`config.mk`:
```
export PLATFORM = sky130hd
export DESIGN_NAME = serdes_link_lock_control
export DESIGN_NICKNAME = d
export VERILOG_FILES = /design/src/verilog/serdes_link_pkg.sv /design/src/verilog/serdes_link_lock_control.sv
export SDC_FILE = /design/constraint.sdc
export NUM_CORES = 1
export LEC_CHECK = 0
export BUFFER_PORTS_ARGS = -buffer_cell sky130_fd_sc_hd__buf_2
export CAP_MARGIN = 15
export CORE_MARGIN = 2
export CORE_UTILIZATION = 40
export DETAILED_ROUTE_END_ITERATION = 12
export PLACE_DENSITY = 0.6
export SYNTH_ARGS = -nofsm -noshare
export SYNTH_HDL_FRONTEND = slang
export SYNTH_SLANG_ARGS = --single-unit
```
`constraint.sdc`:
```
create_clock -name clk -period 3.5 [get_ports clk]
set_clock_uncertainty 0.2 [all_clocks]
set_input_delay 0.7 -clock clk [delete_from_list [all_inputs] [get_ports clk]]
set_output_delay 0.7 -clock clk [all_outputs]
set_load 0.03 [all_outputs]
```
`src/verilog/serdes_link_pkg.sv`:
```
// constants, types and register map of the serdes link lock control block
`default_nettype none
package serdes_link_pkg;
  // ==========================================================
  // timing
  localparam int unsigned CLK_PERIOD_NS     = 20;
  localparam int unsigned LINK_BIT_NS       = 160;
  localparam int unsigned TX_BIT_CYCLES     = LINK_BIT_NS / CLK_PERIOD_NS;
  localparam int unsigned REF_TIMEOUT_NS    = 2000;
  localparam int unsigned REF_TIMEOUT_CYC   = REF_TIMEOUT_NS / CLK_PERIOD_NS;
  // ==========================================================
  // framing
  localparam int unsigned WORD_BITS         = 10;
  localparam int unsigned FRAME_BITS        = 12;
  localparam int unsigned LOSS_WORDS        = 4;
  localparam int unsigned LOCK_WORDS        = 4;
  localparam int unsigned TRAIN_MIN_SYMBOLS = 1024;
  localparam logic [9:0]  TRAINING_PATTERN  = 10'h01f;
  localparam logic        START_BIT         = 1'b1;
  localparam logic        STOP_BIT          = 1'b0;
  // ==========================================================
  // register map
  localparam logic [11:0] CTRL_OFS          = 12'h000;
  localparam logic [11:0] STATUS_OFS        = 12'h004;
  localparam logic [11:0] IRQ_STATUS_OFS    = 12'h008;
  localparam logic [11:0] IRQ_MASK_OFS      = 12'h00c;
  localparam logic [11:0] RX_WORD_OFS       = 12'h010;
  localparam logic [11:0] TX_WORD_OFS       = 12'h014;
  localparam int unsigned CTRL_TRAIN_POS    = 0;
  localparam int unsigned ST_LOCKED_POS     = 0;
  localparam int unsigned ST_TRAINING_POS   = 1;
  localparam int unsigned ST_REF_OK_POS     = 2;
  localparam int unsigned ST_DRIVEN_POS     = 3;
  localparam int unsigned IRQ_ACQ_POS       = 0;
  localparam int unsigned IRQ_LOSS_POS      = 1;
  localparam int unsigned IRQ_BAD_POS       = 2;
  localparam int unsigned IRQ_BITS          = 3;
  localparam logic        CTRL_TRAIN_RESET  = 1'b0;
  localparam logic [2:0]  IRQ_MASK_RESET    = 3'h0;
  localparam logic [9:0]  TX_WORD_RESET     = 10'h000;
  // ==========================================================
  // synchronised pins
  localparam int unsigned PIN_LINK_CLK      = 0;
  localparam int unsigned PIN_SERIAL        = 1;
  localparam int unsigned PIN_TRAIN_A       = 2;
  localparam int unsigned PIN_TRAIN_B       = 3;
  localparam int unsigned PIN_REF_CLK       = 4;
  localparam int unsigned PIN_OUT_EN        = 5;
  localparam int unsigned PIN_SLEEP_N       = 6;
  localparam int unsigned PIN_COUNT         = 7;
  // ==========================================================
  // types
  typedef struct packed {
    logic        psel;
    logic        penable;
    logic        pwrite;
    logic [11:0] paddr;
    logic [31:0] pwdata;
  } apb_req_t;
  typedef struct packed {
    logic [31:0] prdata;
    logic        pready;
    logic        pslverr;
  } apb_rsp_t;
  typedef enum logic [2:0] {
    RX_HUNT    = 3'b001,
    RX_CONFIRM = 3'b010,
    RX_LOCKED  = 3'b100
  } rx_state_t;
endpackage
`default_nettype wire

```
`src/verilog/serdes_link_lock_control.sv`:
```
// serializer framing/training and deserializer lock supervision with apb registers
// Notes on behaviour
// - the receiver checks each word's clock field and raises lock_n when lock is lost.
// - without a reference clock timeout or sleep, loss of lock needs four invalid clock fields in a row; fewer keep lock.
// - after power-up the parallel outputs float until activity is seen and lock is won.
// - the serializer sends training patterns while either training request is high.
// - lock_n is high from startup and falls only once the receiver has locked.
// - the receiver also locks to plain random data without training patterns.
// - while lock_n is low the parallel outputs carry every received word, including words with bad clock fields.
// - relock comes from renewed training or from random-data acquisition.
// - each ten-bit word is framed by a start and a stop clock bit on the serial line.
// - a training request yields at least 1024 training words, more while it stays high.
// - output enable low floats the parallel word and the recovered clock outputs.
`default_nettype none
module serdes_link_lock_control #(
  parameter int unsigned TRAIN_MIN   = serdes_link_pkg::TRAIN_MIN_SYMBOLS,
  parameter int unsigned LOCK_RUN    = serdes_link_pkg::LOCK_WORDS,
  parameter int unsigned LOSS_RUN    = serdes_link_pkg::LOSS_WORDS,
  parameter int unsigned REF_TIMEOUT = serdes_link_pkg::REF_TIMEOUT_CYC
) (
  input  wire logic                      clk,
  input  wire logic                      resetn,
  input  wire serdes_link_pkg::apb_req_t apb_req,
  output var  serdes_link_pkg::apb_rsp_t apb_rsp,
  output logic                           irq,
  input  wire logic                      training_request_a,
  input  wire logic                      training_request_b,
  input  wire logic                      local_reference_clock,
  input  wire logic                      sleep_request_n,
  input  wire logic                      out_enable,
  output logic                           serial_out,
  output logic                           tx_link_clk,
  input  wire logic                      serial_in,
  input  wire logic                      rx_link_clk,
  output logic                           lock_n,
  output logic [9:0]                     parallel_word_out,
  output logic                           parallel_word_oe_n,
  output logic                           recovered_clock,
  output logic                           recovered_clock_oe_n
);
  import serdes_link_pkg::*;

  localparam int unsigned TW = $clog2(TRAIN_MIN + 1);
  localparam int unsigned RW = $clog2(REF_TIMEOUT + 1);
  localparam logic [TW-1:0] TRAIN_LOAD = TW'(TRAIN_MIN - 1);
  localparam logic [RW-1:0] REF_MAX    = RW'(REF_TIMEOUT);
  localparam logic [3:0]    FRAME_LAST = 4'(FRAME_BITS - 1);
  localparam logic [3:0]    FRAME_HALF = 4'(FRAME_BITS / 2);
  localparam logic [2:0]    DIV_LAST   = 3'(TX_BIT_CYCLES - 1);
  localparam logic [2:0]    DIV_HALF   = 3'(TX_BIT_CYCLES / 2);
  localparam logic [2:0]    LOCK_LAST  = 3'(LOCK_RUN - 1);
  localparam logic [2:0]    LOSS_LAST  = 3'(LOSS_RUN - 1);

  function automatic logic hit(input logic [11:0] addr, input logic [11:0] ofs);
    hit = (addr == ofs);
  endfunction

  // ==========================================================
  // pin synchronisers: a change counts once stages two and three agree
  logic [PIN_COUNT-1:0] pin_raw;
  logic [PIN_COUNT-1:0] pin_f;
  logic [PIN_COUNT-1:0] pin_rise;
  assign pin_raw = {sleep_request_n, out_enable, local_reference_clock,
                    training_request_b, training_request_a, serial_in, rx_link_clk};
  genvar gi;
  generate
    for (gi = 0; gi < PIN_COUNT; gi++)
    begin : g_sync
      logic [2:0] s_q;
      logic       f_q;
      always_ff @(posedge clk or negedge resetn)
      begin
        if (!resetn)
        begin
          s_q <= 3'h0;
          f_q <= 1'b0;
        end
        else
        begin
          s_q <= {s_q[1:0], pin_raw[gi]};
          if (s_q[1] == s_q[2])
            f_q <= s_q[2];
        end
      end
      assign pin_f[gi]    = f_q;
      assign pin_rise[gi] = (s_q[1] == s_q[2]) && s_q[2] && !f_q;
    end
  endgenerate

  // sleep forces both halves idle and restarts the power-up float
  wire awake   = pin_f[PIN_SLEEP_N];
  wire out_en  = pin_f[PIN_OUT_EN];
  wire bit_stb = pin_rise[PIN_LINK_CLK];
  wire bit_val = pin_rise[PIN_LINK_CLK] ? pin_f[PIN_SERIAL] : pin_f[PIN_SERIAL];

  // ==========================================================
  // reference clock activity; no lock is possible without it
  logic [RW-1:0] ref_cnt_q;
  wire ref_ok = (ref_cnt_q < REF_MAX);
  always_ff @(posedge clk or negedge resetn)
  begin
    if (!resetn)
      ref_cnt_q <= REF_MAX;
    else if (pin_rise[PIN_REF_CLK])
      ref_cnt_q <= '0;
    else if (ref_ok)
      ref_cnt_q <= ref_cnt_q + 1'b1;
  end

  // ==========================================================
  // apb slave, zero wait states
  logic          ctrl_train_q;
  logic [IRQ_BITS-1:0] irq_stat_q;
  logic [IRQ_BITS-1:0] irq_mask_q;
  logic [9:0]    tx_word_q;
  logic [9:0]    rx_word_q;
  logic [31:0]   status_w;
  wire acc     = apb_req.psel && apb_req.penable;
  wire wr      = acc && apb_req.pwrite;
  wire a_ctrl  = hit(apb_req.paddr, CTRL_OFS);
  wire a_stat  = hit(apb_req.paddr, STATUS_OFS);
  wire a_istat = hit(apb_req.paddr, IRQ_STATUS_OFS);
  wire a_imask = hit(apb_req.paddr, IRQ_MASK_OFS);
  wire a_rx    = hit(apb_req.paddr, RX_WORD_OFS);
  wire a_tx    = hit(apb_req.paddr, TX_WORD_OFS);
  wire mapped  = a_ctrl | a_stat | a_istat | a_imask | a_rx | a_tx;
  assign apb_rsp.pready  = 1'b1;
  assign apb_rsp.pslverr = acc && !mapped;
  assign apb_rsp.prdata  = a_ctrl  ? {31'h0, ctrl_train_q} :
                           a_stat  ? status_w :
                           a_istat ? {29'h0, irq_stat_q} :
                           a_imask ? {29'h0, irq_mask_q} :
                           a_rx    ? {22'h0, rx_word_q} :
                           a_tx    ? {22'h0, tx_word_q} : 32'h0;
  always_ff @(posedge clk or negedge resetn)
  begin
    if (!resetn)
    begin
      ctrl_train_q <= CTRL_TRAIN_RESET;
      irq_mask_q   <= IRQ_MASK_RESET;
      tx_word_q    <= TX_WORD_RESET;
    end
    else if (wr)
    begin
      if (a_ctrl)
        ctrl_train_q <= apb_req.pwdata[CTRL_TRAIN_POS];
      if (a_imask)
        irq_mask_q <= apb_req.pwdata[IRQ_BITS-1:0];
      if (a_tx)
        tx_word_q <= apb_req.pwdata[9:0];
    end
  end

  // ==========================================================
  // serializer: bit divider, framing and training
  logic [2:0]     div_q;
  logic [3:0]     tbit_q;
  logic [11:0]    tx_sh_q;
  logic [TW-1:0]  train_left_q;
  logic           tx_training_q;
  logic           tx_clk_q;
  wire train_req  = pin_f[PIN_TRAIN_A] | pin_f[PIN_TRAIN_B] | ctrl_train_q;
  wire train_word = train_req || (train_left_q != '0);
  wire bit_end    = (div_q == DIV_LAST);
  wire tx_load    = awake && bit_end && (tbit_q == FRAME_LAST);
  wire [9:0] tx_payload = train_word ? TRAINING_PATTERN : tx_word_q;
  always_ff @(posedge clk or negedge resetn)
  begin
    if (!resetn)
    begin
      div_q         <= DIV_LAST;
      tbit_q        <= FRAME_LAST;
      tx_sh_q       <= 12'h000;
      train_left_q  <= '0;
      tx_training_q <= 1'b0;
      tx_clk_q      <= 1'b0;
    end
    else if (!awake)
    begin
      div_q    <= DIV_LAST;
      tbit_q   <= FRAME_LAST;
      tx_sh_q  <= 12'h000;
      tx_clk_q <= 1'b0;
    end
    else
    begin
      div_q    <= bit_end ? 3'h0 : div_q + 1'b1;
      tx_clk_q <= !bit_end && (div_q + 1'b1 >= DIV_HALF);
      if (tx_load)
      begin
        tbit_q        <= 4'h0;
        tx_sh_q       <= {START_BIT, tx_payload, STOP_BIT};
        tx_training_q <= train_word;
        if (train_req)
          train_left_q <= TRAIN_LOAD;
        else if (train_left_q != '0)
          train_left_q <= train_left_q - 1'b1;
      end
      else if (bit_end)
      begin
        tbit_q  <= tbit_q + 1'b1;
        tx_sh_q <= {tx_sh_q[10:0], 1'b0};
      end
    end
  end
  assign serial_out  = tx_sh_q[11];
  assign tx_link_clk = tx_clk_q;

  // ==========================================================
  // deserializer: hunt any bit offset, confirm, then supervise lock
  rx_state_t   st_q, st_d;
  logic [11:0] sh_q;
  logic [3:0]  rbit_q, rbit_d;
  logic [2:0]  good_q, good_d, bad_q, bad_d;
  logic        word_ld, ev_acq, ev_loss, ev_bad;
  logic        seen_lock_q, lock_n_q, rclk_q, drive_q, rclk_drive_q;
  wire [11:0] sh_d   = bit_stb ? {sh_q[10:0], bit_val} : sh_q;
  wire frame_ok      = (sh_d[11] == START_BIT) && (sh_d[0] == STOP_BIT);
  wire frame_end     = bit_stb && (rbit_q == FRAME_LAST);
  wire can_lock      = awake && ref_ok;
  always_comb
  begin
    st_d    = st_q;
    rbit_d  = rbit_q;
    good_d  = good_q;
    bad_d   = bad_q;
    word_ld = 1'b0;
    ev_acq  = 1'b0;
    ev_loss = 1'b0;
    ev_bad  = 1'b0;
    if (bit_stb)
      rbit_d = (rbit_q == FRAME_LAST) ? 4'h0 : rbit_q + 1'b1;
    if (!can_lock)
    begin
      st_d    = RX_HUNT;
      ev_loss = (st_q == RX_LOCKED);
    end
    else
    begin
      case (st_q)
        RX_HUNT:
          // random data and training both lock here, one bit offset at a time
          if (bit_stb && frame_ok)
          begin
            st_d   = RX_CONFIRM;
            rbit_d = 4'h0;
            good_d = 3'h1;
          end
        RX_CONFIRM:
          if (frame_end)
          begin
            if (!frame_ok)
              st_d = RX_HUNT;
            else if (good_q == LOCK_LAST)
            begin
              st_d    = RX_LOCKED;
              ev_acq  = 1'b1;
              word_ld = 1'b1;
              bad_d   = 3'h0;
            end
            else
              good_d = good_q + 1'b1;
          end
        RX_LOCKED:
          if (frame_end)
          begin
            // words around a loss may be corrupt; the far side discards them
            word_ld = 1'b1;
            if (frame_ok)
              bad_d = 3'h0;
            else
            begin
              ev_bad = 1'b1;
              if (bad_q == LOSS_LAST)
              begin
                st_d    = RX_HUNT;
                ev_loss = 1'b1;
              end
              else
                bad_d = bad_q + 1'b1;
            end
          end
        default:
          st_d = RX_HUNT;
      endcase
    end
  end
  always_ff @(posedge clk or negedge resetn)
  begin
    if (!resetn)
    begin
      st_q   <= RX_HUNT;
      sh_q   <= 12'h000;
      rbit_q <= 4'h0;
      good_q <= 3'h0;
      bad_q  <= 3'h0;
    end
    else
    begin
      st_q   <= st_d;
      sh_q   <= sh_d;
      rbit_q <= rbit_d;
      good_q <= good_d;
      bad_q  <= bad_d;
    end
  end

  // ==========================================================
  // receiver outputs, interrupts and status
  wire [IRQ_BITS-1:0] irq_set = {ev_bad, ev_loss, ev_acq};
  wire [IRQ_BITS-1:0] irq_clr = (wr && a_istat) ? apb_req.pwdata[IRQ_BITS-1:0] : '0;
  always_ff @(posedge clk or negedge resetn)
  begin
    if (!resetn)
    begin
      lock_n_q     <= 1'b1;
      seen_lock_q  <= 1'b0;
      rx_word_q    <= 10'h000;
      rclk_q       <= 1'b0;
      drive_q      <= 1'b0;
      rclk_drive_q <= 1'b0;
      irq_stat_q   <= '0;
    end
    else
    begin
      lock_n_q     <= (st_d != RX_LOCKED);
      seen_lock_q  <= awake && (seen_lock_q || st_d == RX_LOCKED);
      rclk_q       <= (st_d == RX_LOCKED) && (rbit_d < FRAME_HALF);
      drive_q      <= out_en && awake && (seen_lock_q || st_d == RX_LOCKED);
      rclk_drive_q <= out_en && awake;
      // set beats a simultaneous write-one clear
      irq_stat_q   <= irq_set | (irq_stat_q & ~irq_clr);
      if (word_ld)
        rx_word_q <= sh_d[10:1];
    end
  end
  assign lock_n               = lock_n_q;
  assign parallel_word_out    = rx_word_q;
  assign parallel_word_oe_n   = !drive_q;
  assign recovered_clock      = rclk_q;
  assign recovered_clock_oe_n = !rclk_drive_q;
  assign irq                  = |(irq_stat_q & irq_mask_q);
  assign status_w = {28'h0, drive_q, ref_ok, tx_training_q, !lock_n_q};
endmodule // serdes_link_lock_control
`default_nettype wire

```
==> impl_metrics.ini, run 1 <==
[run_status]
run_status = complete, no violations

[floorplan]
die_height_um = 125
dieArea_mm2 = 0.0156
coreArea_mm2 = 0.0144
boundaryPins = 107
placementRows = 44
die-width_um = 125
initial_utilization_pct = 40.7

[global_routing]
grt_first_pass_wirelength_um = 21800
globalRouteTotalUtil_pct = 17.5
grt_antenna_before_repair = 0
grt_overflow_total = 0
via_count_of_the_first_global_routing_pass = 4328
grt_start_max_net_pins = 55

[cts]
worstSkewPairLatency_ns = 0.41
cts.path.max_buffers = 2
post-cts-setup-buffer-count = 0
clock_tree.root_cell = sky130_fd_sc_hd__clkbuf_16
post_cts_resized = 0
h-tree-depth = 4
cts_tree = built
tritoncts.num_buffers = 17
cts.clk_slew.worst_paths_ns = 0.05
cts.sink_count = 123
cts-hold-fix-buffers = 0

[synth]
netlist_area_mm2 = 0.00586
post_synth_most_frequent_cells = sky130_fd_sc_hd__dfrtp_1 (112), sky130_fd_sc_hd__nand2_1 (57), sky130_fd_sc_hd__nor2_1 (33)
ys.flop_type = sky130_fd_sc_hd__dfrtp_1
synth_edf_count = 0
synth_area_leaders = sky130_fd_sc_hd__dfrtp_1 (48%), sky130_fd_sc_hd__dfstp_2 (4.9%), sky130_fd_sc_hd__nand2_1 (3.6%), sky130_fd_sc_hd__mux2_2 (3.5%), sky130_fd_sc_hd__mux2i_1 (3.1%)
synth_sequential_area_ratio_pct = 52.7
synth.avg_cell_area_um2 = 11.1
yosysMostFrequentCell = sky130_fd_sc_hd__dfrtp_1
synth.distinct_cells = 74
ys_warn_count = 0
post_synth_inst_count = 526
synthDominantAreaCellType = sky130_fd_sc_hd__dfrtp_1
synth_top_area_share_pct = 47.8
synth-async-reset-ratio_pct = 100
seq_cells_post_synth = 123

[placement]
post_place_cell_area_mm2 = 0.00631
finalWeightedCongestion = 0.892
place.detailed.hpwl_um = 9270
worst_setup_slack_before_clock_tree_synthesis_ns = 0.386
placed_cells = 760
port_buffers = 61

[setup_path]
cp_slowest_cell = sky130_fd_sc_hd__or3_1
timing.critical_path.cells = buf_2, or3_1, nor3_1, a22oi_1, a211oi_1, buf_2
worst-r2r-cell-count = 6
regToRegSetupSlack_ns = 1.02
worst_setup_path_end_kind = output port
crit-reg2reg-launch = div_q[0]
setup.worst_path.start_class = input port
crit_path_frequent_cell = sky130_fd_sc_hd__buf_2
regToRegEndpoint = train_left_q[9]
crit_path_max_incr_delay_ns = 0.43
cp.arrival_ns = 2.27
timing.setup.critical_path_class = in -> out
critical_path.max_fanout = 3
required_ns = 2.60

[detailed_routing]
drt-wirelength-per-cell_um = 16.4
drt-pass1-iter-count = 4
wl_um = 13000
detailroute.via_count = 4213
routed_via_density = 5.32
detailedRoute.firstIterationViolations = 305
detail_route.drc_violations = 0
number_of_antenna_violating_nets_in_the_routed_design = 0

[sta]
timing_hold_violations_final = 0
final_min_period_over_clock_period_pct = 90.7
period_minus_slack_ns = 3.17
drv_slew = 0
final-setup-viol-count = 0
fmaxAchievable_mhz = 315
rsz0062_at_grt = false
rel_slew_slack_pct = 41.7
setup_slack_ns = 0.326
worstMarginPinSlew_ns = 0.868

[power_and_ir_drop]
peakVddDrop_mv = 0.471
post-layout-total-power_uw = 4470
swShare_pct = 28.9
clock_power_share_pct = 41.0
internal_cell_power_uw = 3180
leakage_uw = 0.00328
pwr_density_cell_mw_per_mm2 = 646
logic_pwr_share_pct = 16.9
power.net_switching_uw = 1290
power.sequential.fraction_pct = 42.1

[flow_run]
cap_viol_max_count = 0

[finish]
final_nets = 664
area.growth.synth_to_final_pct = 18.1
layout-drive-gt1-share_pct = 25.5
post_layout_nonfiller_instances = 792
antenna_cells_inserted = 0
finalInstanceArea_mm2 = 0.00693

[worst_hold_path]
hold_path_class = in -> async
==> sequential cells by signal, indices dropped and copies added, names as in the netlist, 4 cells and up <==
name,flops
g_sync.s_q,21
sh_q,12
train_left_q,11
tx_sh_q,11
parallel_word_out,10
tx_word_q,10
ref_cnt_q,7
g_sync.f_q,5
rbit_q,4
tbit_q,4
==> critical path, delay by kind of cell <==
family	cells	cell delay, ns
buffers and inverters	2	0.40
AO/OA/AOI/OAI	2	0.46
AND/OR/NAND/NOR	2	0.71
==> layout make-up <==
class / instances / area (um2)
Timing Repair Buffer: 71 / 395
Multi-Input combinational cell: 359 / 2500
Clock buffer: 20 / 447
Fill cell: 1313 / 7500
Clock inverter: 12 / 173
Inverter: 23 / 86.3
Sequential cell: 123 / 3090
Tap cell: 184 / 230
==> cell families after synthesis <==
group / Yosys count / share of synthesized area [%]
simple gates: 176 / 16.4
flops: 123 / 52.7
compound gates: 88 / 10.8
buf+inv: 65 / 6.00
mux: 47 / 9.28
fa+ha+maj: 18 / 3.63
xor+xnor: 7 / 1.05
other cells: 2 / 0.128
==> worst max path at each step <==
stage / from / end
floorplan: apb_req[34] / apb_rsp[2]
global placement: apb_req[37] / apb_rsp[4]
detailed placement: apb_req[37] / apb_rsp[4]
CTS: ref_cnt_q[3] / apb_rsp[4]
global route: apb_req[37] / apb_rsp[4]
finish: apb_req[37] / apb_rsp[4]
==> layer usage <==
layer | up-vias | global-route usage [%] | routed length, um
li1 | 1983 | - | -
met1 | 2118 | 21.4 | 5660
met3 | 19 | 4.88 | 547
met2 | 93 | 29.5 | 6570
met5 | - | 0 | 0
met4 | 0 | 6.73 | 241
==> metrics by stage <==
stage          hold WS, ns  TNS, ns  utilization, %
6_report            0.0990        0            48.0
2_1_floorplan        0.131  -0.0250               -
4_1_cts              0.101        0            48.0
5_1_grt              0.131        0            48.0
3_5_place_dp         0.138        0            43.7
3_3_place_gp         0.134        0            43.7
==> power groups by stage <==
stage | Sequential, uW | Clock [uW] | Combinational, uW
2_1_floorplan | 1870 | 0 | 568
3_3_place_gp | 1890 | 0 | 727
3_5_place_dp | 1900 | 0 | 756
4_1_cts | 1880 | 1870 | 763
5_1_grt | 1920 | 1940 | 859
6_report | 1880 | 1830 | 754
==> layout by cell type, fill, tap and decap left out, types with 4 or more instances in the layout <==
master and instances:
sky130_fd_sc_hd__mux2_2 18, sky130_fd_sc_hd__nor2b_1 6, sky130_fd_sc_hd__nor4_1 4, sky130_fd_sc_hd__nor3_1 17, sky130_fd_sc_hd__dfstp_2 11, sky130_fd_sc_hd__mux2i_1 18, sky130_fd_sc_hd__clkinv_2 4, sky130_fd_sc_hd__mux2_4 10
sky130_fd_sc_hd__and2_1 4, sky130_fd_sc_hd__nand2b_1 7, sky130_fd_sc_hd__and4_1 4, sky130_fd_sc_hd__buf_2 60, sky130_fd_sc_hd__a32o_1 5, sky130_fd_sc_hd__o21ai_0 23, sky130_fd_sc_hd__nor2_1 33, sky130_fd_sc_hd__buf_4 10
sky130_fd_sc_hd__bufinv_16 4, sky130_fd_sc_hd__dfrtp_1 112, sky130_fd_sc_hd__nand2_1 57, sky130_fd_sc_hd__a21oi_1 9, sky130_fd_sc_hd__ha_1 13, sky130_fd_sc_hd__conb_1 23, sky130_fd_sc_hd__nand4_1 4, sky130_fd_sc_hd__clkbuf_16 17
sky130_fd_sc_hd__inv_1 23, sky130_fd_sc_hd__and4b_1 4, sky130_fd_sc_hd__a31oi_1 12, sky130_fd_sc_hd__maj3_1 5, sky130_fd_sc_hd__xor2_1 5, sky130_fd_sc_hd__a21o_1 8
No activity file was read; power rests on OpenSTA's default activity.
==> inputs of run 2 (changes only) <==
==> constraint.sdc (replaced) <==
create_clock -name clk -period 3.5 [get_ports clk]
set_clock_uncertainty 0.2 [all_clocks]
set_input_delay 0.35 -clock clk [delete_from_list [all_inputs] [get_ports clk]]
set_output_delay 0.35 -clock clk [all_outputs]
set_load 0.03 [all_outputs]
==> impl_metrics.ini, run 2 (synthesis results as in run 1) <==
[flow_run]
cap_viol_max_count = 0

[floorplan]
boundaryPins = 107
dieArea_mm2 = 0.0156
placementRows = 44
coreArea_mm2 = 0.0144
die-width_um = 125
initial_utilization_pct = 40.7
die_height_um = 125

[setup_path]
required_ns = 2.95
setup.worst_path.start_class = input port
cp.arrival_ns = 2.31
critical_path.max_fanout = 5
worst_setup_path_end_kind = output port
timing.setup.critical_path_class = in -> out

[power_and_ir_drop]
leakage_uw = 0.00332
pwr_density_cell_mw_per_mm2 = 636
post-layout-total-power_uw = 4490
peakVddDrop_mv = 0.415

[finish]
register_bank_with_the_most_flops = g_sync.s_q
largest_register_ffs = 21
antenna_cells_inserted = 0
final_common_cell = sky130_fd_sc_hd__dfrtp_1
finalInstanceArea_mm2 = 0.00706
final_nets = 675
final_core_utilization_pct = 48.9
area.growth.synth_to_final_pct = 20.3
layout-drive-gt1-share_pct = 24.7
layout_common_cells = sky130_fd_sc_hd__dfrtp_1 (112), sky130_fd_sc_hd__buf_2 (60), sky130_fd_sc_hd__nand2_1 (57)
largest_registers = g_sync.s_q x21, sh_q x12

[detailed_routing]
routed_via_density = 5.26
drt-pass1-iter-count = 5
detail_route.drc_violations = 0
number_of_antenna_violating_nets_in_the_routed_design = 0
detailedRoute.firstIterationViolations = 228
detailroute.via_count = 4225
wl_um = 12700
drt-wirelength-per-cell_um = 15.8

[sta]
fmaxAchievable_mhz = 350
final-setup-viol-count = 0
rel_slew_slack_pct = 40.9
final_min_period_over_clock_period_pct = 81.7
drv_slew = 0
period_minus_slack_ns = 2.86
worstMarginPinSlew_ns = 0.880
rsz0062_at_grt = false
setup_tns_ns = 0
timing_hold_violations_final = 0

[placement]
finalWeightedCongestion = 0.968
place.detailed.hpwl_um = 9070
port_buffers = 61
post_place_cell_area_mm2 = 0.00627

[run_status]
run_status = complete, no violations

[cts]
worstSkewPairLatency_ns = 0.42
cts_tree = built
clock_tree.root_cell = sky130_fd_sc_hd__clkbuf_16
tritoncts.num_buffers = 17
cts.clk_slew.worst_paths_ns = 0.05
cts.path.max_buffers = 2
post-cts-setup-buffer-count = 0
h-tree-depth = 4
cts.sink_count = 123

[global_routing]
grt_first_pass_wirelength_um = 20800
globalRouteTotalUtil_pct = 16.9
grt_overflow_total = 0
grt_antenna_before_repair = 0
via_count_of_the_first_global_routing_pass = 4150
grt_start_max_net_pins = 52

[worst_hold_path]
hold_path_class = in -> reg
-- run 2: area by class of cell --
| class | instances | area, um2 |
|---|---|---|
| repair buffers | 82 | 515 |
| well taps | 184 | 230 |
| multi-input cells | 359 | 2500 |
| clock inverters | 14 | 194 |
| fillers | 1313 | 7370 |
| inverters | 23 | 86.3 |
| clock buffers | 18 | 439 |
| flip-flops and latches | 123 | 3090 |
-- run 2: power by group --
part | leakage (uW) | internal (uW) | switching, uW | total, uW
registers | 0.00153 | 1680 | 205 | 1880
logic | 0.00150 | 304 | 451 | 755
clock network | 0.000295 | 1210 | 639 | 1850
-- run 2: repair_timing --
action	CTS	global route
hold endpoints to repair	56	0
gates resized for setup	0	0
hold buffers	15	0
-- run 2: path summary, 6_finish.rpt --
path,end,slack [ns],cells after the start,from
max,apb_rsp[5],0.64,5,apb_req[41]
max reg2reg,parallel_word_out[0],1.01,4,ref_cnt_q[3]
max in group asynchronous,lock_n,1.98,3,resetn
min reg2reg,g_sync[0].s_q[1],0.15,0,g_sync[0].s_q[0]
min,irq_mask_q[2],0.04,2,apb_req[2]
min in group asynchronous,awake,0.30,2,resetn
-- run 2: metrics by stage --
stage               hold WS (ns)  setup slack (ns)  instances
global placement           0.131             0.821        756
detailed placement         0.138             0.668        756
floorplan                 -0.146             0.299        547
finish                    0.0383             0.642        803
CTS                       0.0254             0.647        803
global route              0.0377             0.474        803
-- run 2: worst max-delay path: stages --
cell and delay (ns):
sky130_fd_sc_hd__buf_2 0.10, sky130_fd_sc_hd__nor4_2 0.53, sky130_fd_sc_hd__nand2_1 0.22, sky130_fd_sc_hd__a2111oi_0 0.77, sky130_fd_sc_hd__buf_2 0.33
-- run 2: routing by layer --
metal	vias up	wire length (um)	global-route usage, %
met5	-	0	0
met4	0	270	7.84
met3	27	549	4.79
met2	103	6370	27.7
met1	2086	5540	20.7
li1	2009	-	-
==> inputs of run 3 (changes only) <==
--- a/config.mk
+++ b/config.mk
@@ -10,7 +10,7 @@
 export CORE_MARGIN = 2
 export CORE_UTILIZATION = 40
 export DETAILED_ROUTE_END_ITERATION = 12
-export PLACE_DENSITY = 0.6
+export PLACE_DENSITY = 0.62
 export SYNTH_ARGS = -nofsm -noshare
 export SYNTH_HDL_FRONTEND = slang
 export SYNTH_SLANG_ARGS = --single-unit
==> constraint.sdc (replaced) <==
create_clock -name clk -period 2.55 [get_ports clk]
set_clock_uncertainty 0.2 [all_clocks]
set_input_delay 0.255 -clock clk [delete_from_list [all_inputs] [get_ports clk]]
set_output_delay 0.255 -clock clk [all_outputs]
set_load 0.03 [all_outputs]
==> impl_metrics.ini, run 3 (synthesis results as in run 1) <==
[cts]
tritoncts.num_buffers = 17
cts.clk_slew.worst_paths_ns = 0.05
clock_tree.root_cell = sky130_fd_sc_hd__clkbuf_16
worstSkewPairLatency_ns = 0.41
cts.sink_count = 123
h-tree-depth = 4
cts_tree = built
cts.path.max_buffers = 2
post-cts-setup-buffer-count = 0

[sta]
setup_slack_ns = 0.0805
final_min_period_over_clock_period_pct = 96.8
worstMarginPinSlew_ns = 0.580
rsz0062_at_grt = false
timing_hold_violations_final = 0
setup_tns_ns = 0
drv_slew = 0
final-setup-viol-count = 0
rel_slew_slack_pct = 61.0
period_minus_slack_ns = 2.47
fmaxAchievable_mhz = 405

[floorplan]
boundaryPins = 107
dieArea_mm2 = 0.0156
coreArea_mm2 = 0.0144
placementRows = 44
die-width_um = 125
initial_utilization_pct = 40.7
die_height_um = 125

[finish]
final_nets = 691
area.growth.synth_to_final_pct = 20.9
antenna_cells_inserted = 0
layout_common_cells = sky130_fd_sc_hd__dfrtp_1 (112), sky130_fd_sc_hd__buf_2 (59), sky130_fd_sc_hd__nand2_1 (57)
register_bank_with_the_most_flops = g_sync.s_q
num-fill-cells = 1283
finalInstanceArea_mm2 = 0.00709
final_common_cell = sky130_fd_sc_hd__dfrtp_1
final_core_utilization_pct = 49.2
largest_register_ffs = 21
largest_registers = g_sync.s_q x21, sh_q x12
layout-drive-gt1-share_pct = 25.5

[global_routing]
via_count_of_the_first_global_routing_pass = 4333
grt_overflow_total = 0
globalRouteTotalUtil_pct = 16.9
grt_first_pass_wirelength_um = 21100
grt_start_max_net_pins = 76
grt_antenna_before_repair = 0

[worst_hold_path]
hold_path_class = reg -> reg
worstHoldStart = g_sync[0].s_q[0]
timing.hold.worst_path_depth = 0
worstHoldEndpoint = g_sync[0].s_q[1]

[placement]
worst_setup_slack_before_clock_tree_synthesis_ns = 0.100
post_place_cell_area_mm2 = 0.00639
place.detailed.hpwl_um = 9040
port_buffers = 61
finalWeightedCongestion = 0.959

[power_and_ir_drop]
pwr_density_cell_mw_per_mm2 = 808
leakage_uw = 0.00336
peakVddDrop_mv = 0.443
post-layout-total-power_uw = 5730

[setup_path]
worst_setup_path_end_kind = output port
crit_path_max_incr_delay_ns = 0.46
crit_path_start = ref_cnt_q[4]
timing.setup.critical_path_class = reg -> out
timing.critical_path.cells = o311ai_4, nand2_1, a211oi_1, buf_4
critical_path.max_fanout = 5
crit-reg2reg-launch = div_q[0]
setup.worst_path.start_class = flop
required_ns = 2.10
regToRegEndpoint = train_left_q[9]
worst-r2r-cell-count = 6
cp.arrival_ns = 2.01
regToRegSetupSlack_ns = 0.26
timing.critical_path.max_delay_family = compound AO/OA/AOI/OAI gates
cp_slowest_cell = sky130_fd_sc_hd__o311ai_4
buf_inv_on_cp = 1

[detailed_routing]
drt-wirelength-per-cell_um = 15.5
number_of_antenna_violating_nets_in_the_routed_design = 0
detail_route.drc_violations = 0
detailroute.via_count = 4292
drt-pass1-iter-count = 5
routed_via_density = 5.24
wl_um = 12700
detailedRoute.firstIterationViolations = 273

[run_status]
run_status = complete, no violations

[flow_run]
cap_viol_max_count = 0
-- run 3: stage by stage --
| stage | instances | hold WS, ns |
|---|---|---|
| 6_report | 819 | 0.145 |
| 5_1_grt | 819 | 0.152 |
| 4_1_cts | 819 | 0.147 |
| 3_5_place_dp | 769 | 0.0720 |
| 3_3_place_gp | 769 | 0.0689 |
| 2_1_floorplan | 547 | -0.241 |
-- run 3: worst register-to-register path, cell delays in order, from the launching register on --
cell and delay [ns]:
sky130_fd_sc_hd__dfstp_2 0.53, sky130_fd_sc_hd__ha_1 0.17, sky130_fd_sc_hd__ha_1 0.18, sky130_fd_sc_hd__and4b_1 0.29, sky130_fd_sc_hd__nand2_1 0.17, sky130_fd_sc_hd__nor4b_1 0.45, sky130_fd_sc_hd__mux2i_1 0.23
-- run 3: how the worst max path moves through the flow --
stage / end / slack (ns) / cells after the start
floorplan: apb_rsp[2] / -0.09 / 4
global placement: apb_rsp[5] / 0.18 / 6
detailed placement: apb_rsp[5] / 0.10 / 6
CTS: apb_rsp[4] / 0.03 / 4
global route: apb_rsp[5] / 0.005 / 6
finish: apb_rsp[4] / 0.08 / 4
-- run 3: layout make-up --
cell class | instances | area (um2) | share of cell area, %
multi-input combinational | 359 | 2510 | 35.4
clock inverter | 8 | 45.0 | 0.635
inverter | 23 | 86.3 | 1.22
clock buffer | 24 | 472 | 6.65
sequential | 123 | 3090 | 43.6
timing repair buffer | 98 | 658 | 9.28
tap | 184 | 230 | 3.25
-- run 3: layer usage --
metal,global-route usage [%],share of wire (%),vias to the layer above
met5,0,0,-
met4,7.19,2.0,0
met3,5.22,5.0,22
met2,27.1,50,113
met1,21.2,43,2120
li1,-,-,2037
-- run 3: power breakdown --
part | leakage, uW | internal (uW) | total [uW] | switching [uW]
Clock | 0.000254 | 1280 | 2080 | 800
Sequential | 0.00153 | 2300 | 2590 | 284
Combinational | 0.00158 | 440 | 1060 | 622
Total | 0.00336 | 4020 | 5730 | 1710
-- run 3: what timing repair did --
| action | in CTS | in global routing |
|---|---|---|
| gates resized for setup | 0 | 2 |
| hold buffers | 18 | 0 |
| endpoints found under the setup margin | 0 | 2 |
| hold endpoints to repair | 138 | 0 |
